`src/core/cbta_map.svh`:
```
`ifndef CBTA_MAP_SVH
`define CBTA_MAP_SVH

// register byte offsets on the wishbone bus
`define CBTA_ADR_CTRL 8'h00
`define CBTA_ADR_VALUE 8'h04
`define CBTA_ADR_STAT 8'h08
`define CBTA_ADR_MASK 8'h0c

// counter mode and measurement selections
`define CBTA_MODE_BIT_TIMING 2'h2
`define CBTA_SEL_DOM_DOM 3'h0
`define CBTA_SEL_DOM_REC 3'h1
`define CBTA_SEL_LOOP_DOM 3'h2
`define CBTA_SEL_LOOP_REC 3'h3
`define CBTA_SEL_SYNC_SMP 3'h4
`define CBTA_SEL_BIT_INFO 3'h5

// field positions and widths
`define CBTA_STAT_OVF_BIT 0
`define CBTA_MASK_IE_BIT 0
`define CBTA_BITLEN_W 12
`define CBTA_VALUE_W 16
`define CBTA_CTRL_W 5

// reset values
`define CBTA_CTRL_RST 5'h00
`define CBTA_VALUE_RST 16'h0000
`define CBTA_BITLEN_RST 12'h000
`define CBTA_RX_IDLE 1'b1

// consecutive done codes that mark an error frame
`define CBTA_ERR_RUN 2'h2

`endif

```
`src/core/cbta_pkg.sv`:
```
`default_nettype none
`include "cbta_map.svh"

package cbta_pkg;

   // frame segment code reported at each sample point
   typedef enum logic [1:0] {
      state_no_bit,
      state_first_bit,
      state_bit,
      state_done
   } cbta_bus_state_t;

   // software control word: mode in bits 4:3, selection in bits 2:0
   typedef struct packed {
      logic [1:0] counter_mode_select;
      logic [2:0] measurement_select;
   } cbta_ctrl_t;

   // layout of the counter value in the bit information selection
   typedef struct packed {
      logic tx_bit;
      logic rx_bit;
      cbta_bus_state_t bus_state;
      logic [`CBTA_BITLEN_W-1:0] bit_len;
   } cbta_bitinfo_t;

endpackage

`default_nettype wire

```
`src/core/cbta_sync.sv`:
```
`timescale 1ns/1ps
`default_nettype none

// two-stage synchroniser for an asynchronous level
module cbta_sync #(
   parameter logic RST_VAL = 1'b1
) (
   input wire logic clk_i,
   input wire logic rst_i,
   input wire logic d_i,
   output logic q_o
);

   logic meta_q;
   logic sync_q;

   // only the second stage is visible outside
   always_ff @(posedge clk_i) begin
      if (rst_i) begin
         meta_q <= RST_VAL;
         sync_q <= RST_VAL;
      end else begin
         meta_q <= d_i;
         sync_q <= meta_q;
      end
   end

   assign q_o = sync_q;

endmodule // cbta_sync

`default_nettype wire

```
`src/core/cbta_interval.sv`:
```
`timescale 1ns/1ps
`default_nettype none

// free-running interval counter, restarted by a reference pulse
module cbta_interval #(
   parameter int W = 16
) (
   input wire logic clk_i,
   input wire logic rst_i,
   input wire logic restart_i,
   output logic [W-1:0] count_o
);

   logic [W-1:0] cnt_q;
   logic [W-1:0] cnt_d;
   logic at_max;

   // saturate rather than wrap so a stalled line never reads short
   assign at_max = &cnt_q;
   assign cnt_d = restart_i ? '0 : (at_max ? cnt_q : cnt_q + 1'b1);

   always_ff @(posedge clk_i) begin
      if (rst_i) begin
         cnt_q <= '0;
      end else begin
         cnt_q <= cnt_d;
      end
   end

   // the cycle after the reference shows 0, so a capture reads elapsed minus one
   assign count_o = cnt_q;

endmodule // cbta_interval

`default_nettype wire

```
`src/core/cbta_analyzer.sv`:
```
// The implementer's own choices: the Wishbone register port and the register addresses.
`timescale 1ns/1ps
`default_nettype none
`include "cbta_map.svh"

// Notes on behaviour
// - analysis runs only while the counter mode select holds 10
// - select 000: each dominant rx edge stores cycles since previous dominant edge
// - select 001: each recessive rx edge stores cycles since last dominant edge
// - select 010: rx dominant edge following tx dominant edge stores loop delay
// - select 011: rx recessive edge following tx recessive edge stores loop delay
// - select 100: each resync-eligible dominant edge stores cycles since last sample point
// - select 101: each sample point stores last bit time length in low twelve bits
// - select 101: bit 15 holds the transmitted value of the current bit
// - select 101: bit 14 holds the received sample of the current bit
// - select 101: bits 13:12 hold the frame segment code of the current bit
// - code 00 means idle, stuffing, SOF, SRR, CRC, delimiters, EOF start, IFS
// - code 01 means first bit of a segment or single-bit field
// - code 10 means a later bit inside a multi-bit segment
// - code 11 means ack slot, last EOF bit, error or overload frame
// - two or more consecutive code 11 sample points mean an error frame
// - every stored interval is the measured cycle count minus one
// - each counter update sets the overflow flag, software clears it
// - with the interrupt enable set, each update raises the interrupt
module cbta_analyzer
   import cbta_pkg::*;
#(
   parameter int ADR_W = 8
) (
   input wire logic clk_i,
   input wire logic rst_i,
   // classic wishbone slave
   input wire logic wb_cyc_i,
   input wire logic wb_stb_i,
   input wire logic wb_we_i,
   input wire logic [ADR_W-1:0] wb_adr_i,
   input wire logic [3:0] wb_sel_i,
   input wire logic [31:0] wb_dat_i,
   output logic [31:0] wb_dat_o,
   output logic wb_ack_o,
   // line and node timing signals
   input wire logic rx_pin_i,
   input wire logic tx_i,
   input wire logic bit_start_i,
   input wire logic sample_point_i,
   input wire logic resync_edge_i,
   input wire cbta_bus_state_t bus_state_i,
   // results
   output logic irq_o,
   output logic error_frame_o,
   output logic [`CBTA_VALUE_W-1:0] counter_value_o
);

   // ---------------------------------------------------------------
   // bus slave
   // ---------------------------------------------------------------
   logic ack_q;
   logic [31:0] dat_q;
   cbta_ctrl_t ctrl_q;
   logic ovf_q;
   logic ovf_d;
   logic mask_q;
   logic [`CBTA_VALUE_W-1:0] value_q;

   // request decode; a write lands on the edge where ack is seen high
   wire req = wb_cyc_i & wb_stb_i;
   wire wr_take = req & ack_q & wb_we_i;
   wire hit_ctrl = (wb_adr_i == ADR_W'(`CBTA_ADR_CTRL));
   wire hit_value = (wb_adr_i == ADR_W'(`CBTA_ADR_VALUE));
   wire hit_stat = (wb_adr_i == ADR_W'(`CBTA_ADR_STAT));
   wire hit_mask = (wb_adr_i == ADR_W'(`CBTA_ADR_MASK));
   wire wr_ctrl = wr_take & hit_ctrl & wb_sel_i[0];
   wire wr_stat = wr_take & hit_stat & wb_sel_i[0];
   wire wr_mask = wr_take & hit_mask & wb_sel_i[0];
   wire ovf_clr = wr_stat & wb_dat_i[`CBTA_STAT_OVF_BIT];

   // read words; unmapped and misaligned addresses read as zero
   wire [31:0] rd_ctrl = {27'h0000000, ctrl_q};
   wire [31:0] rd_value = {16'h0000, value_q};
   wire [31:0] rd_stat = {31'h00000000, ovf_q};
   wire [31:0] rd_mask = {31'h00000000, mask_q};
   wire [31:0] rd_word = hit_ctrl ? rd_ctrl :
                         hit_value ? rd_value :
                         hit_stat ? rd_stat :
                         hit_mask ? rd_mask : 32'h00000000;

   // one wait state: ack follows the request by one edge and lasts one cycle
   always_ff @(posedge clk_i) begin
      if (rst_i) begin
         ack_q <= 1'b0;
         dat_q <= 32'h00000000;
      end else begin
         ack_q <= req & ~ack_q;
         dat_q <= (req & ~ack_q) ? rd_word : dat_q;
      end
   end

   assign wb_ack_o = ack_q;
   assign wb_dat_o = dat_q;

   // control and mask registers; writes to the value register are ignored
   always_ff @(posedge clk_i) begin
      if (rst_i) begin
         ctrl_q <= `CBTA_CTRL_RST;
         mask_q <= 1'b0;
      end else begin
         ctrl_q <= wr_ctrl ? cbta_ctrl_t'(wb_dat_i[`CBTA_CTRL_W-1:0]) : ctrl_q;
         mask_q <= wr_mask ? wb_dat_i[`CBTA_MASK_IE_BIT] : mask_q;
      end
   end

   // ---------------------------------------------------------------
   // line conditioning
   // ---------------------------------------------------------------
   logic rx_s;
   logic rx_prev_q;
   logic tx_prev_q;

   // the receive pin is asynchronous; the two stages add to every loop delay
   cbta_sync #(
      .RST_VAL(`CBTA_RX_IDLE)
   ) u_rx_sync (
      .clk_i(clk_i),
      .rst_i(rst_i),
      .d_i(rx_pin_i),
      .q_o(rx_s)
   );

   // previous levels for edge detection, idle is recessive
   always_ff @(posedge clk_i) begin
      if (rst_i) begin
         rx_prev_q <= `CBTA_RX_IDLE;
         tx_prev_q <= `CBTA_RX_IDLE;
      end else begin
         rx_prev_q <= rx_s;
         tx_prev_q <= tx_i;
      end
   end

   // edge pulses on the synchronised receive level and the transmit value
   wire rx_fall = rx_prev_q & ~rx_s;
   wire rx_rise = ~rx_prev_q & rx_s;
   wire tx_fall = tx_prev_q & ~tx_i;
   wire tx_rise = ~tx_prev_q & tx_i;

   // ---------------------------------------------------------------
   // interval counters, one per reference event
   // ---------------------------------------------------------------
   logic [`CBTA_VALUE_W-1:0] dom_cnt;
   logic [`CBTA_VALUE_W-1:0] txf_cnt;
   logic [`CBTA_VALUE_W-1:0] txr_cnt;
   logic [`CBTA_VALUE_W-1:0] smp_cnt;
   logic [`CBTA_VALUE_W-1:0] bit_cnt;

   cbta_interval #(.W(`CBTA_VALUE_W)) u_dom_cnt (
      .clk_i(clk_i),
      .rst_i(rst_i),
      .restart_i(rx_fall),
      .count_o(dom_cnt)
   );

   cbta_interval #(.W(`CBTA_VALUE_W)) u_txf_cnt (
      .clk_i(clk_i),
      .rst_i(rst_i),
      .restart_i(tx_fall),
      .count_o(txf_cnt)
   );

   cbta_interval #(.W(`CBTA_VALUE_W)) u_txr_cnt (
      .clk_i(clk_i),
      .rst_i(rst_i),
      .restart_i(tx_rise),
      .count_o(txr_cnt)
   );

   cbta_interval #(.W(`CBTA_VALUE_W)) u_smp_cnt (
      .clk_i(clk_i),
      .rst_i(rst_i),
      .restart_i(sample_point_i),
      .count_o(smp_cnt)
   );

   cbta_interval #(.W(`CBTA_VALUE_W)) u_bit_cnt (
      .clk_i(clk_i),
      .rst_i(rst_i),
      .restart_i(bit_start_i),
      .count_o(bit_cnt)
   );

   // ---------------------------------------------------------------
   // loop arming and bit length
   // ---------------------------------------------------------------
   logic arm_dom_q;
   logic arm_rec_q;
   logic [`CBTA_BITLEN_W-1:0] bitlen_q;

   // a loop edge counts only once after its transmitted edge, so echoes
   // of other nodes' edges are not taken for our own loop delay
   always_ff @(posedge clk_i) begin
      if (rst_i) begin
         arm_dom_q <= 1'b0;
         arm_rec_q <= 1'b0;
      end else begin
         arm_dom_q <= tx_fall | (arm_dom_q & ~rx_fall);
         arm_rec_q <= tx_rise | (arm_rec_q & ~rx_rise);
      end
   end

   // length of the bit just ended, latched at each new bit start;
   // longer bits are cut to the field width
   always_ff @(posedge clk_i) begin
      if (rst_i) begin
         bitlen_q <= `CBTA_BITLEN_RST;
      end else begin
         bitlen_q <= bit_start_i ? bit_cnt[`CBTA_BITLEN_W-1:0] : bitlen_q;
      end
   end

   // ---------------------------------------------------------------
   // capture selection
   // ---------------------------------------------------------------
   wire active = (ctrl_q.counter_mode_select == `CBTA_MODE_BIT_TIMING);
   wire [2:0] msel = ctrl_q.measurement_select;
   wire cap_dd = active & (msel == `CBTA_SEL_DOM_DOM) & rx_fall;
   wire cap_dr = active & (msel == `CBTA_SEL_DOM_REC) & rx_rise;
   wire cap_ld = active & (msel == `CBTA_SEL_LOOP_DOM) & rx_fall & arm_dom_q;
   wire cap_lr = active & (msel == `CBTA_SEL_LOOP_REC) & rx_rise & arm_rec_q;
   wire cap_ss = active & (msel == `CBTA_SEL_SYNC_SMP) & resync_edge_i;
   wire cap_bi = active & (msel == `CBTA_SEL_BIT_INFO) & sample_point_i;
   wire cap = cap_dd | cap_dr | cap_ld | cap_lr | cap_ss | cap_bi;

   // bit information word: tx, rx sample, segment code and bit length
   cbta_bitinfo_t info;
   assign info.tx_bit = tx_i;
   assign info.rx_bit = rx_s;
   assign info.bus_state = bus_state_i;
   assign info.bit_len = bitlen_q;

   // counters already hold elapsed minus one at the capture cycle
   wire [`CBTA_VALUE_W-1:0] cap_val = (cap_dd | cap_dr) ? dom_cnt :
                                      cap_ld ? txf_cnt :
                                      cap_lr ? txr_cnt :
                                      cap_ss ? smp_cnt :
                                      `CBTA_VALUE_W'(info);

   always_ff @(posedge clk_i) begin
      if (rst_i) begin
         value_q <= `CBTA_VALUE_RST;
      end else begin
         value_q <= cap ? cap_val : value_q;
      end
   end

   assign counter_value_o = value_q;

   // ---------------------------------------------------------------
   // error frame detection from the segment code
   // ---------------------------------------------------------------
   logic [1:0] done_run_q;
   logic [1:0] done_run_d;

   // codes 00, 01 and 10 come from the frame tracker as is; only the run
   // of done codes is judged here, counted at sample points of selection 101
   wire smp_done = cap_bi & (bus_state_i == state_done);
   wire smp_other = cap_bi & (bus_state_i != state_done);
   assign done_run_d = smp_other ? 2'h0 :
                       (smp_done & (done_run_q != `CBTA_ERR_RUN)) ? done_run_q + 2'h1 :
                       done_run_q;

   always_ff @(posedge clk_i) begin
      if (rst_i) begin
         done_run_q <= 2'h0;
      end else begin
         done_run_q <= done_run_d;
      end
   end

   assign error_frame_o = (done_run_q == `CBTA_ERR_RUN);

   // remembers whether the previous sample point of selection 101 carried a
   // done code, so the check sees directly consecutive codes with any spacing
   logic prev_done_q;

   always_ff @(posedge clk_i) begin
      if (rst_i) begin
         prev_done_q <= 1'b0;
      end else begin
         prev_done_q <= cap_bi ? smp_done : prev_done_q;
      end
   end

   // ---------------------------------------------------------------
   // overflow flag and interrupt
   // ---------------------------------------------------------------
   // an update in the clearing cycle wins, so no capture goes unnoticed
   assign ovf_d = cap | (ovf_q & ~ovf_clr);

   always_ff @(posedge clk_i) begin
      if (rst_i) begin
         ovf_q <= 1'b0;
      end else begin
         ovf_q <= ovf_d;
      end
   end

   // level output: stays high until software clears the flag or the interrupt enable
   assign irq_o = ovf_q & mask_q;
endmodule // cbta_analyzer

`default_nettype wire

```
`config.mk`:
```
export PLATFORM = sky130hd
export DESIGN_NAME = cbta_analyzer
export DESIGN_NICKNAME = d
export VERILOG_FILES = /design/src/core/cbta_pkg.sv /design/src/core/cbta_sync.sv /design/src/core/cbta_interval.sv /design/src/core/cbta_analyzer.sv
export VERILOG_INCLUDE_DIRS = /design/src /design/src/core
export SDC_FILE = /design/constraint.sdc
export NUM_CORES = 1
export LEC_CHECK = 0
export BUFFER_PORTS_ARGS = -buffer_cell sky130_fd_sc_hd__clkbuf_2
export CAP_MARGIN = 20
export CORE_MARGIN = 1.5
export CORE_UTILIZATION = 40
export DETAILED_ROUTE_END_ITERATION = 8
export GPL_ROUTABILITY_DRIVEN = 0
export PLACE_DENSITY_LB_ADDON = 0.2
export SYNTH_ARGS = -nofsm -noshare
export SYNTH_HDL_FRONTEND = slang
export SYNTH_SLANG_ARGS = --single-unit
```
`constraint.sdc`:
```
create_clock -name clk_i -period 2.4 [get_ports clk_i]
set_clock_uncertainty 0.15 [all_clocks]
set_input_delay 0 -clock clk_i [delete_from_list [all_inputs] [get_ports clk_i]]
set_output_delay 0 -clock clk_i [all_outputs]
set_load 0.1 [all_outputs]
```
==> metrics.yaml <==
sta:
  finalSetupTns_ns: 0
  fmax_mhz: 443
  setup_viol: 0
  slew_headroom_pct: 42.8
  min_period_ns: 2.26
  hold_viol: 0
  maxSlewViolCount: 0
  max_slew.worst_pin.slew_ns: 0.855
  rsz0062_at_grt: "no"
  finalCritPeriodShare_pct: 94.1
global_route:
  grt_pass1_wl_mm: 28.0
  grt_usage_pct: 19.8
  overflow: 0
  grt_pass1_vias: 5393
  antenna_found_initial: 0
  grt_start_max_net_pins: 35
logic_synthesis:
  ys_seq_elements: 140
  synth_top_family_by_area: "simple AND/OR/NAND/NOR gates"
  synth_area_um2: 6820
  muxShareOfSynthArea_pct: 4.38
  netlist_instances: 788
  ys_warn_count: 0
  synthAdderAreaFrac_pct: 1.10
  synth_edf_count: 0
  avgSynthCellArea_um2: 8.66
  ys_types: 66
  synth-xor-area-share_pct: 5.78
  synth_compound_area_share_pct: 13.0
  ys_dominant_reg_cell: "dfxtp_1"
  synth_area_leaders: "dfxtp_1 41%, nor2_1 7.2%, mux2i_1 3.2%"
  synthArstFlopShare_pct: 0
  seq_area_frac_synth_pct: 41.1
  synth-simple-area-share_pct: 29.4
  synth_top_area_share_pct: 41.1
  yosys.area.top_type: "dfxtp_1"
critical_path:
  critPathKind: "primary input to flip-flop"
  startpoint_type: "primary input"
  crit_path_max_fanout: 11
  end_kind: "flip-flop"
  arrival_ns: 2.48
  worstReg2RegStart: "wb_ack_o$_SDFF_PP0_"
  r2r_slack_ns: 0.24
  required_ns: 2.62
  rr_worst_depth: 6
  r2r_end: "mask_q$_SDFFE_PP0P_"
routing:
  drcViolationCount: 0
  vias: 5895
  totalWireLength_mm: 17.0
  drt_iter0_drc: 327
  drt-pass1-iter-count: 5
  viasPerCell: 5.32
  final_antenna_net_count: 0
  wl_per_cell_um: 15.4
final_layout:
  drive_gt1_share_pct: 16.9
  antenna_cells: 0
  final_area_um2: 8210
  syn2layout_area_growth_pct: 20.4
  nets: 939
  layout_common_cells: "140 x dfxtp_1, 131 x nor2_1, 60 x clkbuf_2"
  final_common_cell: "dfxtp_1"
  fillers: 1593
floorplanning:
  start_util_pct: 41.0
  fp-row-count: 47
  die_h_um: 134
  ios: 107
  die_x_um: 134
  fp.coreArea_um2: 16600
  die_area_um2: 17800
pwr:
  p_leak_nw: 3.07
  p_per_area_nw_per_um2: 662
  ir_drop_mv: 0.501
clock_tree:
  worstSkewPairLatency_ns: 0.43
  cts_max_path_buffers: 2
  cts_tree: "done"
  path_clk_slew_ns: 0.06
  cts_buffers: 17
  cts.sinks: 140
  cts_root_buffer: "clkbuf_16"
  cts_max_level: 4
worst_hold_path:
  min_to: "bitlen_q[4]$_SDFFE_PP0P_"
  hold_depth: 3
  hp-start: "bit_start_i"
  min_path_type: "primary input to flip-flop"
outcome:
  status: "finished, final reports clean"
job:
  max_cap_viol_count: 0
place:
  io_buffers: 60
  hpwlAfterDp_mm: 12.3
  placedInstanceArea_um2: 7300
==> stage by stage <==
stage | setup slack [ns] | util (%) | power (mW) | std cells | hold slack [ns]
floorplan | 0.150 | - | 2.65 | 803 | -0.0462
global placement | 0.324 | 43.9 | 2.70 | 1048 | 0.0325
detailed placement | 0.268 | 43.9 | 2.70 | 1048 | 0.0347
CTS | 0.0397 | 49.2 | 5.48 | 1107 | 0.000251
global route | 0.0230 | 49.3 | 5.63 | 1109 | 0.0212
finish | 0.141 | 49.3 | 5.44 | 1109 | 0.0124
==> cell usage after synthesis (12+ instances only) <==
cell type / n
dfxtp_1: 140
nor2_1: 131
nand2_1: 48
nand3_1: 28
o21ai_0: 28
and3_1: 26
nor3_1: 26
xnor2_1: 25
clkbuf_1: 23
nand4_1: 23
mux2i_1: 22
a21oi_1: 20
xor2_1: 20
buf_4: 17
a211oi_1: 16
o311a_1: 14
buf_2: 13
a31oi_1: 12
==> per-layer routing <==
metal / GRT usage, % / share of wire, % / vias to the layer above / routed length (um)
li1: - / - / 2988 / -
met1: 26.8 / 49 / 2765 / 8320
met2: 31.1 / 46 / 113 / 7880
met3: 3.96 / 3.1 / 29 / 520
met4: 8.09 / 1.9 / 0 / 319
met5: 0 / 0 / - / 0
==> state kept, by name, summed over array words and instances, names as in the netlist, 2 cells and up <==
register           flops
u_txf_cnt.count_o     16
done_run_q             2
msel                   3
u_bit_cnt.count_o     16
u_txr_cnt.count_o     16
bitlen_q              12
u_smp_cnt.count_o     16
wb_dat_o              16
ctrl_q                 2
counter_value_o       16
u_dom_cnt.count_o     16
==> cells by family after synthesis <==
group	after synthesis
flops	140
xor+xnor	45
buf+inv	67
compound gates	128
fa+ha+maj	6
simple gates	373
other cells	1
mux	28
==> worst max path at each step <==
| stage | from | endpoint | cells past startpoint |
|---|---|---|---|
| after CTS | wb_stb_i | wb_dat_o[11]$_SDFFE_PP0P_ | 8 |
| after floorplan | wb_ack_o$_SDFF_PP0_ | wb_dat_o[10]$_SDFFE_PP0P_ | 6 |
| after global routing | wb_stb_i | wb_dat_o[11]$_SDFFE_PP0P_ | 8 |
| after global placement | u_txr_cnt.count_o[0]$_SDFFE_PP0N_ | u_txr_cnt.count_o[4]$_SDFFE_PP0N_ | 6 |
| after detailed placement | u_txr_cnt.count_o[1]$_SDFFE_PP0N_ | u_txr_cnt.count_o[3]$_SDFFE_PP0N_ | 6 |
| final | wb_stb_i | wb_dat_o[7]$_SDFFE_PP0P_ | 8 |
==> what timing repair did <==
| item | in CTS | in global routing |
|---|---|---|
| setup endpoints to repair | 0 | 12 |
| setup buffers | 0 | 1 |
| hold buffers | 28 | 1 |
| resized for setup | 0 | 1 |
| hold endpoints to repair | 45 | 1 |
==> where the power goes <==
part           internal [mW]  switching, mW  total [mW]
Sequential              2.35         0.0208        2.37
Clock                   1.75           1.01        2.76
Combinational         0.0843          0.225       0.309
Total                   4.18           1.25        5.44
==> critical path: stages <==
cell and delay (ns):
dlygate4sd3_1 0.53, clkbuf_2 0.11, nand2_1 0.06, dlygate4sd3_1 0.54, or2_1 0.31, nor3_2 0.33
and3_2 0.40, a22o_1 0.18
==> cell type report <==
class	count	area, um^2	share of cell area (%)
Clock buffer	19	443	5.39
Sequential cell	140	2800	34.1
Clock inverter	12	171	2.09
Timing Repair Buffer	111	756	9.20
Inverter	11	41.3	0.503
Tap cell	220	275	3.35
Multi-Input combinational cell	596	3720	45.3
Power figures use the tool's default switching activity.
